**src/tcp_pkg.sv**
```systemverilog
// Purpose: constants shared by the tape code and parity checker
// Assumes: 8-bit tape characters, one per strobe
// Notes: register offsets are indices, byte address is four times index
package tcp_pkg;
  localparam logic [9:0] bad_char_position_idx = 10'h2c6; // position register index
  localparam logic [9:0] bad_char_holes_idx = 10'h2c7; // hole pattern register index
  localparam logic [9:0] tape_ctrl_idx = 10'h2c8; // control register index
  localparam logic [9:0] tape_status_idx = 10'h2c9; // status register index
  localparam logic [11:0] bad_char_position_addr = 12'hb18; // byte address of position
  localparam logic [11:0] bad_char_holes_addr = 12'hb1c; // byte address of holes
  localparam logic [11:0] tape_ctrl_addr = 12'hb20; // byte address of control
  localparam logic [11:0] tape_status_addr = 12'hb24; // byte address of status
  localparam int ctrl_vcheck_bit = 0; // vertical check enable field
  localparam logic [7:0] ctrl_reset_value = 8'h01; // vertical check on after reset
  localparam logic [9:0] alarm_none = 10'h000; // no alarm shown
  localparam logic [9:0] alarm_horizontal = 10'h001; // horizontal code alarm number
  localparam logic [9:0] alarm_vertical = 10'h002; // vertical parity alarm number
  localparam logic [7:0] eob_code = 8'h80; // end-of-block code, channel eight only
  localparam logic [7:0] count_reset_value = 8'h00; // position counter after reset
  // states of the block sequencer, one-hot
  typedef enum logic [3:0] {
    tcp_idle_s = 4'h1,
    tcp_read_s = 4'h2,
    tcp_drain_s = 4'h4,
    tcp_stop_s = 4'h8
  } tcp_state_t;
endpackage : tcp_pkg

```
**src/tcp_code_table.sv**
```systemverilog
// Purpose: decides whether a tape character is in the valid code table
// Assumes: odd-parity code in channel five, channel eight marks end of block
// Notes: purely combinational
`timescale 1ns/10ps
`default_nettype none
module tcp_code_table (
  input wire logic [7:0] holes, // hole pattern, bit n is channel n+1
  input wire logic in_zone, // character lies in significant information zone
  output logic valid, // character is a member of the code table
  output logic is_eob // character is the end-of-block code
);
  // blank tape, delete and end-of-block codes are always accepted; other in-zone codes need odd parity
  always_comb begin
    is_eob = (holes == tcp_pkg::eob_code);
    if (!in_zone) begin
      valid = 1'b1; // outside the zone nothing is checked
    end else if (is_eob || holes == 8'h00 || holes == 8'hff) begin
      valid = 1'b1;
    end else begin
      valid = ^holes[6:0];
    end
  end
endmodule : tcp_code_table
`default_nettype wire

```
**config.mk**
```make
export PLATFORM = sky130hd
export DESIGN_NAME = tcp_code_table
export DESIGN_NICKNAME = d
export VERILOG_FILES = /design/src/tcp_pkg.sv /design/src/tcp_code_table.sv
export SDC_FILE = /design/constraint.sdc
export NUM_CORES = 1
export LEC_CHECK = 0
export ABC_CLOCK_PERIOD_IN_PS = 4000
export BUFFER_PORTS_ARGS = -buffer_cell sky130_fd_sc_hd__buf_2
export CAP_MARGIN = 25
export CORE_AREA = 2 2 39 41
export DETAILED_ROUTE_END_ITERATION = 8
export DIE_AREA = 0 0 41 43
export SETUP_SLACK_MARGIN = 0.15
export SYNTH_ARGS = -nofsm -noshare
export SYNTH_HDL_FRONTEND = slang
export SYNTH_SLANG_ARGS = --single-unit
```
**constraint.sdc**
```tcl
create_clock -name vclk -period 4
set_clock_uncertainty 0.05 [all_clocks]
set_input_delay 1.2 -clock vclk [all_inputs]
set_output_delay 1.2 -clock vclk [all_outputs]
set_load 0.02 [all_outputs]
```
==> reports/results.tsv, run 1 <==
stage	metric	value	unit
status	status	finished clean	
route	DRT Pass-1 Iters	1	
setup_path	crit start category	primary input	
cts	Setup Fix Bufs, Post-CTS	0	
sta	RSZ-0062 raised after global routing	false	
die	row count	14	
yosys	top cells by count, synth	inv_1 (7), ha_1 (6), xnor2_1 (3)	
die	Ports	11	
cts	hold-fix buffers at CTS	0	
die	starting density of the core	0.115	
pwr	maximum VDD drop	0.0000196	V
grt	GRT overflow	0	
sta	fin crit period	3.45	ns
route	DRT antenna net count	0	
setup_path	WS Path Type	in2out	
sta	setup TNS	0	ns
sta	Final setup viols	0	
yosys	Mapped Nets	36	
grt	antenna violations before repair	0	
yosys	Synth Instances	21	
route	wire per inst	5.77	um
setup_path	slowest CP cell	ha_1	
finish	Util after Layout	0.169	
sta	slew at the pin with the worst max-slew slack	0.158	ns
sta	Final Hold Viols	0	
yosys	largest area contributor in the netlist	ha_1	
sta	Max Transition Viols Final	0	
setup_path	WP buf/inv	3	
place	I/O Buffers	11	
yosys	Seq/Total Area, Yosys	0	
pwr	PD cells	104	mW/mm^2
setup_path	crit path cell chain	buf_2, inv_1, ha_1, xnor2_1, xnor2_1, nand4_1, buf_2	
setup_path	CP required	2.75	ns
die	Core Area	0.00138	sq mm
worst_hold_path	HP Class	in2out	
finish	final-layout clock buffer total	0	
route	Vias	163	
grt	first-pass GRT wire length	386	um
finish	Register Area	0	sq um
route	final WL	277	um
setup_path	Critical Path Max Stage Delay	0.29	ns
route	DRC	0	
finish	layout cell share with drive strength beyond 1	0.375	
setup_path	CP arrival	2.20	ns
setup_path	Setup crit end kind	output port	
pwr	Lkg Pwr	0.145	nW
finish	Area Overhead vs Synth	47.2	%
yosys	ranking of synthesized cells by area	ha_1 (47%), inv_1 (17%), xnor2_1 (17%), nand4b_1 (5.5%), and3_2 (4.7%)	
die	die height	43	um
place	RePlAce Congestion	0.524	
route	Iter 0 DRT Violations	0	
job	max-cap viol count	0	
grt	overall routing resource usage	0.0290	
sta	Peak Freq	0.290	GHz
setup_path	critical-path maximum fanout	2	
route	Vias/cell	3.40	
setup_path	Crit path max-delay family	XOR/XNOR gates	
yosys	Post-Syn Area	159	sq um
sta	headroom to the max-slew limit	0.894	
die	Die Wd	41	um
yosys	post-synth cell types	8	
sta	period utilisation layout	0.861	
cts	CTS resizes	0	
yosys	area share of the largest cell type after synthesis	0.472	
yosys	most frequent cell after synthesis	inv_1	
finish	Seq Cell Count	0	
finish	ant diodes	0	
grt	pin count of the biggest net entering global routing	4	
finish	Final #Nets	49	
die	die area	0.00176	sq mm
yosys	Ys Warns	0	
grt	vias in the first global route	127	
yosys	synthesized area per cell	7.57	sq um
-- path summary, 6_finish.rpt --
kind | cells past startpoint | start | endpoint | slack [ns]
worst max-delay path | 7 | holes[2] | valid | 0.55
worst min-delay path | 3 | in_zone | valid | 2.64
-- power by group --
| group | switching [W] | total, W | internal, W |
|---|---|---|---|
| Clock | 0 | 0 | 0 |
| Combinational | 0.0000115 | 0.0000242 | 0.0000127 |
| Sequential | 0 | 0 | 0 |
-- layout by cell type, fill, tap and decap left out, drive strengths merged --
master	instances
inv	7
buf	11
nand4	1
ha	6
nor2	1
and3	1
nand4b	1
xnor2	3
nand3	1
-- logic make-up (layout without fill, tap and decap cells) --
family / Yosys count / count (layout) / synth area share
xor+xnor: 3 / 3 / 0.165
simple gates: 5 / 5 / 0.197
fa+ha+maj: 6 / 6 / 0.472
buf+inv: 7 / 18 / 0.165
-- per-stage QoR --
step	power [W]	cell area [sq um]	hold slack (ns)	std cells	setup WS (ns)
floorplan	0.0000159	159	2.47	21	0.686
global placement	0.0000245	234	2.64	48	0.536
detailed placement	0.0000248	234	2.64	48	0.540
CTS	0.0000248	234	2.64	48	0.540
global route	0.0000275	234	2.67	48	0.478
finish	0.0000242	234	2.64	48	0.555
-- final cells by class --
type	instances	area (sq um)
multi-input cells	14	133
fillers	165	1150
inverters	7	26.3
repair buffers	11	55.1
well taps	16	20.0
-- per-layer routing --
metal	global-route usage	part of all wire	vias to the layer above
met5	0	0	-
met4	0	0	0
met3	0	0.11	0
met2	0.0719	0.58	5
met1	0.0190	0.31	71
li1	-	-	87
-- tightest hold or removal path, cell delays in order --
cell     delay, ns
buf_2         0.08
nand4_1       0.05
buf_2         0.16
(Power assumes the default switching activity.)
==> run 2, diff against run 1 <==
Settings changed: CAP_MARGIN 25 to 20, RECOVER_POWER set to 25.
==> reports/results.tsv, run 2 (synthesis results as in run 1) <==
stage	metric	value	unit
die	Ports	11	
setup_path	WS Path Type	in2out	
route	Vias/cell	3.40	
route	wire per inst	5.81	um
sta	period utilisation layout	0.861	
finish	ant diodes	0	
finish	Register Area	0	sq um
job	max-cap viol count	0	
finish	Area Overhead vs Synth	46.5	%
finish	layout cell share with drive strength beyond 1	0.344	
cts	Setup Fix Bufs, Post-CTS	0	
finish	Seq Cell Count	0	
route	Vias	163	
finish	final-layout clock buffer total	0	
pwr	Lkg Pwr	0.140	nW
sta	Final setup viols	0	
grt	vias in the first global route	127	
die	Core Area	0.00138	sq mm
sta	setup ws final	0.555	ns
route	DRC	0	
sta	RSZ-0062 raised after global routing	false	
grt	overall routing resource usage	0.0290	
sta	fin crit period	3.45	ns
place	I/O Buffers	11	
grt	GRT overflow	0	
sta	Peak Freq	0.290	GHz
sta	slew at the pin with the worst max-slew slack	0.250	ns
route	Iter 0 DRT Violations	0	
setup_path	CP arrival	2.20	ns
setup_path	slowest CP cell	ha_1	
die	die height	43	um
cts	hold-fix buffers at CTS	0	
die	starting density of the core	0.115	
setup_path	CP required	2.75	ns
sta	WHS	2.64	ns
cts	CTS resizes	0	
setup_path	Setup crit end kind	output port	
status	status	finished clean	
grt	antenna violations before repair	0	
place	DP Worst Slack	0.540	ns
grt	first-pass GRT wire length	386	um
setup_path	crit path cell chain	buf_2, inv_1, ha_1, xnor2_1, xnor2_1, nand4_1, buf_2	
grt	pin count of the biggest net entering global routing	4	
sta	Max Transition Viols Final	0	
route	final WL	279	um
pwr	PD cells	104	mW/mm^2
die	row count	14	
pwr	maximum VDD drop	0.0000196	V
setup_path	Critical Path Max Stage Delay	0.29	ns
worst_hold_path	HP Class	in2out	
die	die area	0.00176	sq mm
sta	setup TNS	0	ns
finish	commonest non-fill, non-tap cells in the layout	buf_2 (10), inv_1 (7), ha_1 (6), xnor2_1 (3)	
die	Die Wd	41	um
route	DRT antenna net count	0	
finish	commonest non-fill, non-tap cell in the layout	buf_2	
place	RePlAce Congestion	0.524	
sta	headroom to the max-slew limit	0.834	
setup_path	crit start category	primary input	
setup_path	critical-path maximum fanout	2	
route	DRT Pass-1 Iters	1	
sta	Final Hold Viols	0	
finish	Final #Nets	49	
==> run 2: path summary, 6_finish.rpt <==
kind | startpoint | end | slack [ns] | cells past startpoint
hold / removal | in_zone | valid | 2.64 | 3
setup / recovery | holes[2] | valid | 0.55 | 7
==> run 2: cell type report <==
cell class / instances / area, sq um
inverters: 7 / 26.3
fillers: 165 / 1150
multi-input cells: 14 / 133
repair buffers: 11 / 53.8
well taps: 16 / 20.0
==> run 2: through the flow <==
stage	utilization	power [W]	cell area [sq um]	instances
2_1_floorplan	-	0.0000159	159	21
3_3_place_gp	0.169	0.0000245	234	48
3_5_place_dp	0.169	0.0000248	234	48
4_1_cts	0.169	0.0000248	234	48
5_1_grt	0.168	0.0000275	233	48
6_report	0.168	0.0000242	233	48
==> run 2: critical path, delay by kind of cell <==
family / cells / cell delay, ns
simple gates: 1 / 0.10
fa+ha+maj: 1 / 0.29
xor+xnor: 2 / 0.32
buf+inv: 3 / 0.29
==> run 2: routing by layer <==
metal  up-vias  GRT usage  wire length, um
met5         -          0                0
met4         0          0                0
met3         0          0               31
met2         5     0.0719              161
met1        71     0.0190               87
li1         87          -                -
==> run 2: power breakdown <==
group	switching, W	internal, W	leakage, nW
Combinational	0.0000115	0.0000127	0.140
Sequential	0	0	0
Clock	0	0	0
Total	0.0000115	0.0000127	0.140
==> run 3, diff against run 2 <==
Settings changed: GPL_TIMING_DRIVEN set to 0.
==> reports/results.tsv, run 3 (synthesis results as in run 1) <==
stage	metric	value	unit
setup_path	CP arrival	2.21	ns
grt	GRT overflow	0	
setup_path	slowest CP cell	ha_1	
route	Vias	164	
sta	RSZ-0062 raised after global routing	false	
finish	Seq Cell Count	0	
route	Iter 0 DRT Violations	0	
route	highest metal used	met3	
sta	fin crit period	3.46	ns
grt	pin count of the biggest net entering global routing	4	
setup_path	WS Path Type	in2out	
setup_path	critical-path maximum fanout	2	
finish	filler cell count	163	
route	DRT antenna net count	0	
place	I/O Buffers	11	
finish	Register Area	0	sq um
grt	first-pass GRT wire length	483	um
route	final WL	299	um
sta	setup TNS	0	ns
setup_path	WP buf/inv	3	
route	met3 WL	20	um
die	row count	14	
finish	commonest non-fill, non-tap cell in the layout	buf_2	
pwr	Lkg Pwr	0.140	nW
place	hpwl dp	304	um
sta	headroom to the max-slew limit	0.835	
setup_path	CP required	2.75	ns
cts	hold-fix buffers at CTS	0	
finish	commonest non-fill, non-tap cells in the layout	buf_2 (10), inv_1 (7), ha_1 (6), xnor2_1 (3)	
die	starting density of the core	0.115	
grt	vias in the first global route	148	
setup_path	Setup crit end kind	output port	
sta	slew at the pin with the worst max-slew slack	0.249	ns
cts	Setup Fix Bufs, Post-CTS	0	
place	dpl cells	48	
route	wire per inst	6.23	um
pwr	PD cells	105	mW/mm^2
grt	antenna violations before repair	0	
die	die height	43	um
finish	Area Overhead vs Synth	46.5	%
die	Core Area	0.00138	sq mm
job	max-cap viol count	0	
setup_path	crit start category	primary input	
finish	Multi-input gate area	133	sq um
die	Ports	11	
die	Die Wd	41	um
route	wl on met1	108	um
cts	CTS resizes	0	
sta	Final setup viols	0	
finish	Final #Nets	49	
worst_hold_path	HP Class	in2out	
route	DRT Pass-1 Iters	1	
sta	Final Hold Viols	0	
grt	overall routing resource usage	0.0360	
sta	Peak Freq	0.289	GHz
route	DRC	0	
setup_path	Critical Path Max Stage Delay	0.29	ns
sta	WHS	2.64	ns
setup_path	Crit path max-delay family	XOR/XNOR gates	
place	RePlAce Congestion	0.479	
finish	Layout Cells excl Fill	48	
pwr	maximum VDD drop	0.0000213	V
status	status	finished clean	
sta	Max Transition Viols Final	0	
die	die area	0.00176	sq mm
route	Vias/cell	3.42	
sta	period utilisation layout	0.864	
finish	ant diodes	0	
finish	final-layout clock buffer total	0	
setup_path	crit path cell chain	buf_2, inv_1, ha_1, xnor2_1, xnor2_1, nand4_1, buf_2	
finish	layout cell share with drive strength beyond 1	0.344	
route	WL met2	170	um
-- run 3: final timing paths --
path,start,endpoint,cells past startpoint
worst max-delay path,holes[2],valid,7
worst min-delay path,in_zone,valid,3
-- run 3: area by class of cell --
type | instances | area share
inverters | 7 | 0.113
multi-input cells | 14 | 0.570
repair buffers | 11 | 0.231
well taps | 16 | 0.0860
-- run 3: per-layer routing --
layer | global-route usage | up-vias
met3 | 0 | 0
li1 | - | 88
met5 | 0 | -
met1 | 0.0316 | 71
met4 | 0 | 0
met2 | 0.0813 | 5
-- run 3: report_power, final --
part / internal (W) / switching (W)
clock: 0 / 0
sequential: 0 / 0
combinational: 0.0000127 / 0.0000116
-- run 3: through the flow --
step	setup WS (ns)	power (W)	instance area, sq um	utilization
6_report	0.543	0.0000244	233	0.168
4_1_cts	0.536	0.0000249	234	0.169
2_1_floorplan	0.686	0.0000159	159	-
3_3_place_gp	0.535	0.0000246	234	0.169
3_5_place_dp	0.536	0.0000249	234	0.169
5_1_grt	0.441	0.0000283	233	0.168
